### src/core/dcfi_unused_placeholder_none.sv
`default_nettype none
`default_nettype wire

### src/core/dcfi_pkg.sv
`default_nettype none
package dcfi_pkg;

  // Converter code word layout
  localparam int        CODE_W     = 12;
  localparam int        WORD_W     = 16;
  localparam int        LEVEL_W    = 13;
  localparam logic [11:0] CODE_MID = 12'h800;

  // APB register byte addresses
  localparam logic [7:0] ADDR_CONFIG_REG_ONE   = 8'h00;
  localparam logic [7:0] ADDR_CONFIG_REG_TWO   = 8'h04;
  localparam logic [7:0] ADDR_CONFIG_REG_THREE   = 8'h08;
  localparam logic [7:0] ADDR_CNTCMD = 8'h0C;
  localparam logic [7:0] ADDR_CNT1LD = 8'h10;
  localparam logic [7:0] ADDR_IRQ1CL = 8'h14;
  localparam logic [7:0] ADDR_IRQ2CL = 8'h18;
  localparam logic [7:0] ADDR_DMATCL = 8'h1C;
  localparam logic [7:0] ADDR_QCLR   = 8'h20;
  localparam logic [7:0] ADDR_STATUS = 8'h24;
  localparam logic [7:0] ADDR_CODE0  = 8'h40;
  localparam int         ADDR_LSB    = 2;

  // Field layouts and reset values
  localparam logic [15:0] CFG_RESET     = 16'h0000;
  localparam logic [15:0] CONFIG_REG_ONE_IRQ_MASK = 16'h00F0;
  localparam logic [15:0] CONFIG_REG_ONE_DMA_MASK = 16'h0300;
  localparam int          CONFIG_REG_THREE_DIO_BIT  = 0;
  localparam int          CONFIG_REG_THREE_CAL_BIT  = 1;
  localparam int          CMD_SEL_HI    = 7;
  localparam int          CMD_SEL_LO    = 6;
  localparam int          CMD_MODE_HI   = 3;
  localparam int          CMD_MODE_LO   = 1;
  localparam logic [2:0]  MODE_LOW_OUT  = 3'h0;
  localparam int          NUM_CNT       = 3;

  // Register selector
  typedef enum logic [3:0] {
    SEL_CONFIG_REG_ONE   = 4'h0,
    SEL_CONFIG_REG_TWO   = 4'h1,
    SEL_CONFIG_REG_THREE   = 4'h2,
    SEL_CNTCMD = 4'h3,
    SEL_CNT1LD = 4'h4,
    SEL_IRQ1CL = 4'h5,
    SEL_IRQ2CL = 4'h6,
    SEL_DMATCL = 4'h7,
    SEL_QCLR   = 4'h8,
    SEL_STATUS = 4'h9,
    SEL_CODE   = 4'hA,
    SEL_NONE   = 4'hF
  } dcfi_sel_t;

  // APB request and answer
  typedef struct packed {
    logic        psel;
    logic        penable;
    logic        pwrite;
    logic [7:0]  paddr;
    logic [31:0] pwdata;
  } dcfi_apb_req_t;

  typedef struct packed {
    logic [31:0] prdata;
    logic        pready;
    logic        pslverr;
  } dcfi_apb_rsp_t;

  // Strobes toward the rest of the board
  typedef struct packed {
    logic queueClear;
    logic irqOneClear;
    logic irqTwoClear;
    logic dmaTcClear;
  } dcfi_strobe_t;

endpackage
`default_nettype wire

### src/core/dcfi_chan.sv
`default_nettype none
module dcfi_chan
(
  // Clock and reset
  input  wire logic                              sys_clk,
  input  wire logic                              rst_n,
  // Code and format
  input  wire logic [dcfi_pkg::CODE_W-1:0]       code,
  input  wire logic                              twosComp,
  input  wire logic                              bipolar,
  // Level in reference steps
  output logic signed [dcfi_pkg::LEVEL_W-1:0]    level
);

  typedef struct packed {
    logic signed [dcfi_pkg::LEVEL_W-1:0] level;
  } dcfi_chan_st_t;

  dcfi_chan_st_t st_q;
  dcfi_chan_st_t st_d;

  localparam logic [dcfi_pkg::LEVEL_W-1:0] MID13 = {1'b0, dcfi_pkg::CODE_MID};

  // Map the 12-bit code onto a signed step count
  always_comb
  begin
    st_d = st_q;
    if (!bipolar)
    begin
      // Unipolar: step is ref/4096; two's complement recentred on mid-scale
      st_d.level = twosComp ? {1'b0, ~code[11], code[10:0]} : {1'b0, code};
    end
    else if (twosComp)
    begin
      st_d.level = {code[11], code};
    end
    else
    begin
      st_d.level = {1'b0, code} - MID13;
    end
  end

  // State register
  always_ff @(posedge sys_clk)
  begin
    if (!rst_n)
      st_q <= '0;
    else
      st_q <= st_d;
  end

  assign level = st_q.level;
endmodule
`default_nettype wire

### src/core/dcfi_core.sv
`default_nettype none
// Operation
// Two's complement upper bits copy code MSB
// Host writes zero upper bits in binary
// Code field bits 11:0, unsigned or signed
// Unipolar: zero code zero, step ref/4096
// Bipolar binary: offset, 2048 is zero
// Bipolar two's complement: signed code direct
// Writes replace whole register, no readback
// Host keeps shadow copies of registers
// Power-up clears all three config registers
// Power-up loads mid-scale into every channel
// Host init: config, counter command writes
// Host init: queue clear, clears, config
// After init: queue empty, irq/DMA off
// After init: lines hi-Z, cal off, counters high
// Reading queue clear empties the queue
module dcfi_core
#(
  parameter int NCH = 10
)
(
  // Clock and reset
  input  wire logic                                            sys_clk,
  input  wire logic                                            rst_n,
  // APB slave
  input  wire dcfi_pkg::dcfi_apb_req_t                         apbReq,
  output dcfi_pkg::dcfi_apb_rsp_t                              apbRsp,
  // Polarity straps per channel, from pins
  input  wire logic [NCH-1:0]                                  bipolarPin,
  // Converter levels
  output logic signed [NCH-1:0][dcfi_pkg::LEVEL_W-1:0]         dacLevel,
  // Board control
  output var logic                                             irqEnable,
  output var logic                                             dmaEnable,
  output var logic                                             dioOutEn_n,
  output var logic                                             calEnable,
  output var logic                                             counterOneOut,
  output var logic                                             counterTwoOut,
  output var dcfi_pkg::dcfi_strobe_t                           strobes
);

  ////////////////////////////////////////////////////////////////////////////
  // State

  typedef struct packed {
    logic [15:0]                              config_reg_one;
    logic [15:0]                              config_reg_two;
    logic [15:0]                              config_reg_three;
    logic [NCH-1:0][dcfi_pkg::CODE_W-1:0]     code;
    logic [dcfi_pkg::NUM_CNT-1:0]             cntOut;
    logic [7:0]                               cnt1Load;
    logic [NCH-1:0]                           sync1;
    logic [NCH-1:0]                           sync2;
    logic [NCH-1:0]                           sync3;
    logic [NCH-1:0]                           bipolar;
    logic                                     irqEn;
    logic                                     dmaEn;
    logic                                     dioOe_n;
    logic                                     calEn;
    dcfi_pkg::dcfi_strobe_t                   strobe;
    dcfi_pkg::dcfi_apb_rsp_t                  rsp;
  } dcfi_core_st_t;

  dcfi_core_st_t st_q;
  dcfi_core_st_t st_d;

  localparam logic [7:0] CODE_SPAN = 8'(NCH << dcfi_pkg::ADDR_LSB);

  ////////////////////////////////////////////////////////////////////////////
  // Address decode

  function automatic dcfi_pkg::dcfi_sel_t decode(input logic [7:0] a);
    dcfi_pkg::dcfi_sel_t s;
    s = dcfi_pkg::SEL_NONE;
    case (a)
      dcfi_pkg::ADDR_CONFIG_REG_ONE:   s = dcfi_pkg::SEL_CONFIG_REG_ONE;
      dcfi_pkg::ADDR_CONFIG_REG_TWO:   s = dcfi_pkg::SEL_CONFIG_REG_TWO;
      dcfi_pkg::ADDR_CONFIG_REG_THREE:   s = dcfi_pkg::SEL_CONFIG_REG_THREE;
      dcfi_pkg::ADDR_CNTCMD: s = dcfi_pkg::SEL_CNTCMD;
      dcfi_pkg::ADDR_CNT1LD: s = dcfi_pkg::SEL_CNT1LD;
      dcfi_pkg::ADDR_IRQ1CL: s = dcfi_pkg::SEL_IRQ1CL;
      dcfi_pkg::ADDR_IRQ2CL: s = dcfi_pkg::SEL_IRQ2CL;
      dcfi_pkg::ADDR_DMATCL: s = dcfi_pkg::SEL_DMATCL;
      dcfi_pkg::ADDR_QCLR:   s = dcfi_pkg::SEL_QCLR;
      dcfi_pkg::ADDR_STATUS: s = dcfi_pkg::SEL_STATUS;
      default:
      begin
        if (a >= dcfi_pkg::ADDR_CODE0 && a < dcfi_pkg::ADDR_CODE0 + CODE_SPAN && a[1:0] == 2'h0)
          s = dcfi_pkg::SEL_CODE;
      end
    endcase
    return s;
  endfunction

  ////////////////////////////////////////////////////////////////////////////
  // Next state

  dcfi_pkg::dcfi_sel_t sel;
  logic                access;
  logic                commit;
  logic [7:0]          chIdx;
  logic [1:0]          cntSel;

  assign sel    = decode(apbReq.paddr);
  assign access = apbReq.psel && apbReq.penable && !st_q.rsp.pready;
  assign commit = apbReq.psel && apbReq.penable && st_q.rsp.pready;
  assign chIdx  = (apbReq.paddr - dcfi_pkg::ADDR_CODE0) >> dcfi_pkg::ADDR_LSB;
  assign cntSel = apbReq.pwdata[dcfi_pkg::CMD_SEL_HI:dcfi_pkg::CMD_SEL_LO];

  always_comb
  begin
    st_d = st_q;
    st_d.strobe = '0;

    // Pin straps: three flops, a change counts once stages two and three agree
    st_d.sync1 = bipolarPin;
    st_d.sync2 = st_q.sync1;
    st_d.sync3 = st_q.sync2;
    for (int i = 0; i < NCH; i++)
    begin
      if (st_q.sync2[i] == st_q.sync3[i])
        st_d.bipolar[i] = st_q.sync3[i];
    end

    // APB: one wait cycle, answer in the second access cycle
    st_d.rsp.pready  = access;
    st_d.rsp.prdata  = '0;
    st_d.rsp.pslverr = access && sel == dcfi_pkg::SEL_NONE;
    if (access && !apbReq.pwrite && sel == dcfi_pkg::SEL_STATUS)
    begin
      // Only status reads back; write-only registers return zero
      st_d.rsp.prdata = 32'({st_q.bipolar, st_q.cntOut});
    end

    // Writes take effect on the edge that completes the transfer
    if (commit && apbReq.pwrite)
    begin
      case (sel)
        dcfi_pkg::SEL_CONFIG_REG_ONE:   st_d.config_reg_one = apbReq.pwdata[15:0];
        dcfi_pkg::SEL_CONFIG_REG_TWO:   st_d.config_reg_two = apbReq.pwdata[15:0];
        dcfi_pkg::SEL_CONFIG_REG_THREE:   st_d.config_reg_three = apbReq.pwdata[15:0];
        dcfi_pkg::SEL_CNTCMD:
        begin
          // A command word sets the addressed counter output to its idle level
          if (cntSel < 2'(dcfi_pkg::NUM_CNT))
            st_d.cntOut[cntSel] = apbReq.pwdata[dcfi_pkg::CMD_MODE_HI:dcfi_pkg::CMD_MODE_LO]
                                  != dcfi_pkg::MODE_LOW_OUT;
        end
        dcfi_pkg::SEL_CNT1LD: st_d.cnt1Load = apbReq.pwdata[7:0];
        dcfi_pkg::SEL_IRQ1CL: st_d.strobe.irqOneClear = 1'b1;
        dcfi_pkg::SEL_IRQ2CL: st_d.strobe.irqTwoClear = 1'b1;
        dcfi_pkg::SEL_DMATCL: st_d.strobe.dmaTcClear = 1'b1;
        dcfi_pkg::SEL_CODE:
        begin
          // Upper four bits are sign copies or zero; only the code is kept
          if (chIdx < 8'(NCH))
            st_d.code[chIdx[3:0]] = apbReq.pwdata[dcfi_pkg::CODE_W-1:0];
        end
        default: ;
      endcase
    end

    // Reading the queue clear register empties the sample queue
    if (commit && !apbReq.pwrite && sel == dcfi_pkg::SEL_QCLR)
      st_d.strobe.queueClear = 1'b1;

    // Control levels follow the new configuration in the same edge
    st_d.irqEn   = |(st_d.config_reg_one & dcfi_pkg::CONFIG_REG_ONE_IRQ_MASK);
    st_d.dmaEn   = |(st_d.config_reg_one & dcfi_pkg::CONFIG_REG_ONE_DMA_MASK);
    st_d.dioOe_n = !st_d.config_reg_three[dcfi_pkg::CONFIG_REG_THREE_DIO_BIT];
    st_d.calEn   = st_d.config_reg_three[dcfi_pkg::CONFIG_REG_THREE_CAL_BIT];
  end

  ////////////////////////////////////////////////////////////////////////////
  // State register

  // Reset clears configuration and loads mid-scale codes
  always_ff @(posedge sys_clk)
  begin
    if (!rst_n)
    begin
      st_q         <= '0;
      st_q.config_reg_one    <= dcfi_pkg::CFG_RESET;
      st_q.config_reg_two    <= dcfi_pkg::CFG_RESET;
      st_q.config_reg_three    <= dcfi_pkg::CFG_RESET;
      st_q.code    <= {NCH{dcfi_pkg::CODE_MID}};
      st_q.cntOut  <= '1;
      st_q.dioOe_n <= 1'b1;
    end
    else
    begin
      st_q <= st_d;
    end
  end

  ////////////////////////////////////////////////////////////////////////////
  // Channel converters

  generate
    for (genvar g = 0; g < NCH; g++)
    begin : gChan
      dcfi_chan uChan
      (
        .sys_clk  (sys_clk),
        .rst_n    (rst_n),
        .code     (st_q.code[g]),
        .twosComp (st_q.config_reg_two[g]),
        .bipolar  (st_q.bipolar[g]),
        .level    (dacLevel[g])
      );
    end
  endgenerate

  ////////////////////////////////////////////////////////////////////////////
  // Outputs

  assign apbRsp        = st_q.rsp;
  assign irqEnable     = st_q.irqEn;
  assign dmaEnable     = st_q.dmaEn;
  assign dioOutEn_n    = st_q.dioOe_n;
  assign calEnable     = st_q.calEn;
  assign counterOneOut = st_q.cntOut[1];
  assign counterTwoOut = st_q.cntOut[2];
  assign strobes       = st_q.strobe;

  logic wrDone;
  logic rdDone;
  assign wrDone = commit && apbReq.pwrite;
  assign rdDone = commit && !apbReq.pwrite;
endmodule
`default_nettype wire

### config.mk
export PLATFORM = sky130hd
export DESIGN_NAME = dcfi_core
export DESIGN_NICKNAME = d
export VERILOG_FILES = /design/src/core/dcfi_unused_placeholder_none.sv /design/src/core/dcfi_pkg.sv /design/src/core/dcfi_chan.sv /design/src/core/dcfi_core.sv
export SDC_FILE = /design/constraint.sdc
export NUM_CORES = 1
export LEC_CHECK = 0
export BUFFER_PORTS_ARGS = -buffer_cell sky130_fd_sc_hd__buf_2
export CAP_MARGIN = 20
export CORE_MARGIN = 3
export CORE_UTILIZATION = 55
export CTS_CLUSTER_DIAMETER = 200
export DETAILED_ROUTE_END_ITERATION = 12
export PLACE_DENSITY = 0.8
export RECOVER_POWER = 100
export SLEW_MARGIN = 20
export SYNTH_ARGS = -nofsm -noshare
export SYNTH_HDL_FRONTEND = slang
export SYNTH_HIERARCHICAL = 1
export SYNTH_SLANG_ARGS = --single-unit
### constraint.sdc
create_clock -name sys_clk -period 2.5 [get_ports sys_clk]
set_input_delay 0.125 -clock sys_clk [delete_from_list [all_inputs] [get_ports sys_clk]]
set_output_delay 0.125 -clock sys_clk [all_outputs]
set_load 0.02 [all_outputs]
==> impl_metrics.yaml, run 1 <==
status:
  status: "completed"
logic_synthesis:
  synth_edf_count: 0
  syn_inst: 1032
  ys_seq_area_share_pct: 59.9
  synth_ff_type: "dfxtp_1"
  synth_area_sq_mm: 0.0111
  yosysTopAreaCell: "dfxtp_1"
  avgSynthCellArea_sq_um: 10.8
  synth_most_common_cell: "dfxtp_1"
  synth.area.top_cells: "dfxtp_1 (60%), mux2i_1 (14%), and2_1 (7.9%)"
  yosys.area.top_type_share_pct: 59.9
  ys_warn_count: 6
  ys_ff_latch: 333
  synthTopCellsByCount: "dfxtp_1 (333), nand2_1 (160), mux2i_1 (152), and2_1 (141), buf_4 (42)"
  async_flop_share_pct: 0
  yosysUniqueCellTypes: 36
cells_and_area:
  fin_nets: 1277
  drive_gt1_share_pct: 7.33
  instances_no_fill: 1506
  n_antenna_cell: 0
  fillerInstances: 1586
  final_area_sq_mm: 0.0131
  utilization_pct: 66.7
  areaGrowthSynthToFinish_pct: 17.8
routing:
  drc: 0
  wirelength_microns: 23200
  vias: 7382
  drt_iter0_markers: 375
  ant_nets: 0
  via_per_inst: 4.90
  first_pass_iters: 4
  detail_route.wl_per_cell_microns: 15.4
setup_path:
  crit_end: "counterTwoOut"
  cp-start-kind: "input port"
  max_stage_delay_ps: 660
  r2r_cells: 4
  rr_endpoint: "st_q[208]"
  arrival_ps: 2590
  r2r_start: "apbRsp[1]"
  cp_num_buf_inv: 4
  cp.required_ps: 2920
  crit_fanout: 41
  worstSetupPathType: "in -> reg"
  r2r_setup_slack_ps: 450
  end_kind: "register"
  critPathMostFrequentCell: "dlygate4sd3_1"
  crit_slowest_cell: "dlygate4sd3_1"
  critical_path.cell_chain: "dlygate4sd3_1 -> buf_6 -> clkinv_1 -> nor4_1 -> dlygate4sd3_1 -> mux2i_1"
  worst-path-stages: 6
  cpLargestDelayFamily: "buffers and inverters"
  cp-startpoint: "rst_n"
placed_design:
  globalplace.congestion: 0.805
  placed_area_sq_mm: 0.0121
  hpwl_microns: 14800
  portBuffers: 189
  placed_cells: 1423
  pre_cts_ws_ps: 493
clock_tree:
  clockRootBuffer: "clkbuf_16"
  numCtsBuffers: 31
  clock_latency_ps: 550
  cts_tree: "done"
  path_clk_slew_ps: 60
  clkSinkCount: 333
  h-tree-depth: 1
  cts_max_path_buffers: 3
floorplanning:
  initial_core_util_pct: 56.6
  dieArea_sq_mm: 0.0220
  rows: 51
  core_sq_mm: 0.0197
  die_width_microns: 148
  die_h_microns: 148
  top_level_ports: 229
power_and_ir_drop:
  p_leak_nw: 5.80
  peakVddDrop_mv: 0.498
  power_density_mw_per_mm2: 775
  p_total_mw: 10.2
grt:
  grt_pass1_wl_microns: 36400
  grt_use_total_pct: 20.4
  grt_max_degree: 159
  antenna_found_initial: 0
  busiest_layer: "met2"
  grt-ovfl-total: 0
  use_met2_pct: 35.8
  grt_pass1_vias: 7160
  met3_usage_pct: 3.84
  grt_use_met1_pct: 25.9
sta:
  period_share_pct: 86.9
  tns_ps: 0
  worstMarginPinSlew_ps: 1360
  holdWs_ps: 12.2
  setup_slack_ps: 328
  rsz0062_at_grt: "no"
  slew_headroom_pct: 9.47
  fin_worst_skew_ps: 21.6
  setup_violations: 0
  slew_violations: 0
  clock.fmax_ghz: 0.460
  layout_min_cycle_time_ps: 2170
  final-hold-violation-count: 0
worst_hold_path:
  worstHoldPathCells: 4
  hp-class: "in -> reg"
job:
  cap_viol_max_count: 0
==> cell families (layout without fill, tap and decap cells) <==
logic type | Yosys count | after routing | synth area share (%)
other | 1 | 19 | 0.0337
buffers and inverters | 112 | 303 | 5.42
flip-flops | 333 | 333 | 59.9
AO/OA/AOI/OAI | 27 | 27 | 1.36
multiplexers | 153 | 153 | 13.8
XOR/XNOR | 10 | 10 | 0.787
AND/OR/NAND/NOR | 396 | 396 | 18.7
==> worst min-delay path by stage <==
stage | startpoint | to | slack, ps
after global placement | bipolarPin[3] | st_d[65] | 330
final | apbReq[33] | strobes[0] | 10
after CTS | apbReq[33] | apbRsp[0] | 2
after global routing | apbReq[39] | strobes[0] | 30
after detailed placement | bipolarPin[2] | st_d[64] | 330
after floorplan | rst_n | gChan[0].uChan/level[4] | 250
==> cell usage in the layout, fill, tap and decap left out, types with 14 or more instances in the layout <==
master	count
dfxtp_1	333
clkbuf_1	172
nand2_1	160
mux2i_1	152
and2_1	80
and2_0	61
clkbuf_16	31
buf_2	31
dlygate4sd3_1	30
nor2_1	19
conb_1	19
nand4_1	16
nor3_1	14
==> layout make-up <==
cell class,instances,area (sq um),area share [%]
clock buffer,45,878,6.70
timing repair buffer,237,1160,8.88
clock inverter,7,96.3,0.735
multi-input combinational,605,3920,29.9
tap,265,332,2.53
sequential,333,6670,50.9
inverter,14,52.6,0.401
==> report_power, final <==
part	total, mW	internal (mW)	switching, mW	leakage (nW)
combinational	0.313	0.0888	0.224	2.63
sequential	5.35	5.34	0.0111	2.69
clock	4.50	2.63	1.87	0.478
==> state kept, by name (all words and copies together), names as in the netlist <==
name / count
apbRsp: 15
counterOneOut: 1
counterTwoOut: 1
dioOutEn_n: 1
dmaEnable: 1
gChan.uChan/level: 130
irqEnable: 1
st_d: 20
st_q: 159
strobes: 4
==> tightest hold or removal path, cell delays in order <==
cell     delay (ps)
buf_2           150
nor4_4           70
o21ai_0          90
nor3b_1          60
==> routing by layer <==
layer | wire length, microns | vias up
li1 | - | 3665
met3 | 1330 | 52
met2 | 11200 | 222
met5 | 0 | -
met4 | 574 | 0
met1 | 10100 | 3443
==> timing repair <==
item / in CTS / in global routing
hold buffers: 30 / 0
buffers inserted: 0 / 1
hold endpoints to repair: 52 / 0
gates resized for setup: 0 / 0
setup endpoints to repair: 0 / 1
(Power assumes the default switching activity.)
==> run 2: changes to the inputs <==
Settings changed: CORE_UTILIZATION 55 to 54, PLACE_DENSITY 0.8 to 0.79, SETUP_SLACK_MARGIN set to 0.5.
Clock period 2.5 ns to 2 ns, I/O delays scaled along.
==> run 2 against run 1 <==
  * Die area increased by 1.8%
  * Sequential share of layout area decreased by 1.5 points
  * Combinational power increased by 37%
  * Final area increased by 3.2%
  * Global-route usage increased by 0.28 points
  * First-iteration DRC count increased by 31%
  * Wire length increased by 4.4%
  * Non-clock buffer count increased by 35
  * Critical path type unchanged
  * Critical endpoint is now dioOutEn_n
  * Largest cell class unchanged
==> impl_metrics.yaml, run 2 (synthesized netlist as in run 1, its figures left out) <==
routing:
  drc: 0
  drt_iter0_markers: 493
  wirelength_microns: 24200
  vias: 7580
  first_pass_iters: 4
  detail_route.wl_per_cell_microns: 15.6
  ant_nets: 0
  via_per_inst: 4.91
sta:
  final-hold-violation-count: 0
  worstMarginPinSlew_ps: 1410
  fin_worst_skew_ps: 17.6
  clock.fmax_ghz: 0.594
  tns_ps: 0
  layout_min_cycle_time_ps: 1680
  setup_violations: 0
  slew_headroom_pct: 5.69
  rsz0062_at_grt: "no"
  period_share_pct: 84.1
  slew_violations: 0
setup_path:
  r2r_setup_slack_ps: 380
  crit_end: "dioOutEn_n"
  critPathMostFrequentCell: "clkbuf_1"
  r2r_cells: 5
  crit_fanout: 3
  max_stage_delay_ps: 530
  r2r_start: "apbRsp[1]"
  critical_path.cell_chain: "dlygate4sd3_1 -> clkbuf_1 -> nor4_1 -> clkbuf_1 -> and4_1 -> mux2_2"
  rr_endpoint: "st_q[237]"
  arrival_ps: 2120
  worstSetupPathType: "in -> reg"
  cpLargestDelayFamily: "buffers and inverters"
  worst-path-stages: 6
  cp_num_buf_inv: 3
  end_kind: "register"
  cp.required_ps: 2440
  crit_slowest_cell: "dlygate4sd3_1"
  cp-startpoint: "apbReq[32]"
  cp-start-kind: "input port"
clock_tree:
  numCtsBuffers: 31
  cts_tree: "done"
  clockRootBuffer: "clkbuf_16"
  path_clk_slew_ps: 60
  h-tree-depth: 1
  clkSinkCount: 333
  cts_max_path_buffers: 3
  clock_latency_ps: 540
placed_design:
  portBuffers: 189
  hpwl_microns: 15100
  globalplace.congestion: 0.801
cells_and_area:
  final_common_cell: "dfxtp_1"
  fin_nets: 1312
  areaGrowthSynthToFinish_pct: 21.5
  n_antenna_cell: 0
  drive_gt1_share_pct: 9.61
  top_register: "st_q"
  largest_reg_flops: 159
  mostFrequentLayoutCells: "dfxtp_1 (332), clkbuf_1 (165), nand2_1 (160)"
floorplanning:
  top_level_ports: 229
  rows: 51
  dieArea_sq_mm: 0.0224
  initial_core_util_pct: 56.1
  die_h_microns: 150
  core_sq_mm: 0.0198
  die_width_microns: 150
grt:
  antenna_found_initial: 0
  grt-ovfl-total: 0
  grt_use_total_pct: 20.7
  grt_pass1_vias: 7277
  grt_max_degree: 167
  grt_pass1_wl_microns: 37200
power_and_ir_drop:
  p_total_mw: 13.1
  peakVddDrop_mv: 0.708
  power_density_mw_per_mm2: 967
  p_leak_nw: 6.03
worst_hold_path:
  hp-class: "in -> reg"
job:
  cap_viol_max_count: 0
status:
  status: "completed"
run 2: changes by cell type in the layout (fill, tap and decap cells not counted), moves of 7 or more:
cell	before	now
and2_0	61	51
and2_1	80	90
buf_4	9	26
clkbuf_1	172	165
dlygate4sd3_1	30	45
run 2: layout make-up:
cell class / instances / area [sq um]
clock buffers: 44 / 905
clock inverters: 12 / 149
fillers: 1543 / 6330
inverters: 14 / 52.6
multi-input cells: 605 / 3920
flip-flops and latches: 333 / 6670
well taps: 265 / 332
repair buffers: 272 / 1500
run 2: per-layer routing:
metal	vias up	track usage (%)	wire [microns]
met3	53	3.73	1370
met4	0	6.45	621
met5	-	0	0
met2	222	36.4	12000
met1	3557	25.8	10200
li1	3748	-	-
run 2: worst min-delay path by stage:
stage | cells past startpoint | end | slack [ps] | startpoint
after global placement | 2 | st_d[65] | 310 | bipolarPin[3]
after CTS | 4 | strobes[1] | 10 | apbReq[38]
after detailed placement | 2 | st_d[63] | 310 | bipolarPin[1]
after global routing | 4 | st_q[170] | 60 | apbReq[5]
after floorplan | 1 | gChan[0].uChan/level[4] | 230 | rst_n
final | 4 | st_q[206] | 40 | apbReq[5]
run 2: worst register-to-register path: stages (launching register included):
cell	delay, ps
dfxtp_2	360
and4_4	270
clkbuf_1	340
nand4_1	140
buf_4	230
mux2i_1	130
run 2: stage by stage:
stage               hold WS (ps)  setup WS, ps  instances  util (%)  instance area, sq um
floorplan                    227           506       1050         -                 11200
global placement             309           430       1437      61.4                 12200
detailed placement           309           385       1437      61.4                 12200
CTS                         13.4           505       1540      69.1                 13700
global route                58.3           268       1545      68.1                 13500
finish                      40.6           318       1545      68.1                 13500
run 2: what timing repair did:
action | in CTS | in global routing
setup endpoints to repair | 38 | 63
gates resized for setup | 3 | 6
setup buffers | 0 | 6
pin swaps | 0 | 3
endpoints found under the hold margin | 48 | 0
hold buffers | 47 | 0
run 2: power by group:
group | internal [mW] | switching, mW | total [mW]
clock | 3.53 | 2.43 | 5.96
combinational | 0.140 | 0.290 | 0.430
sequential | 6.67 | 0.0140 | 6.68
total | 10.3 | 2.73 | 13.1
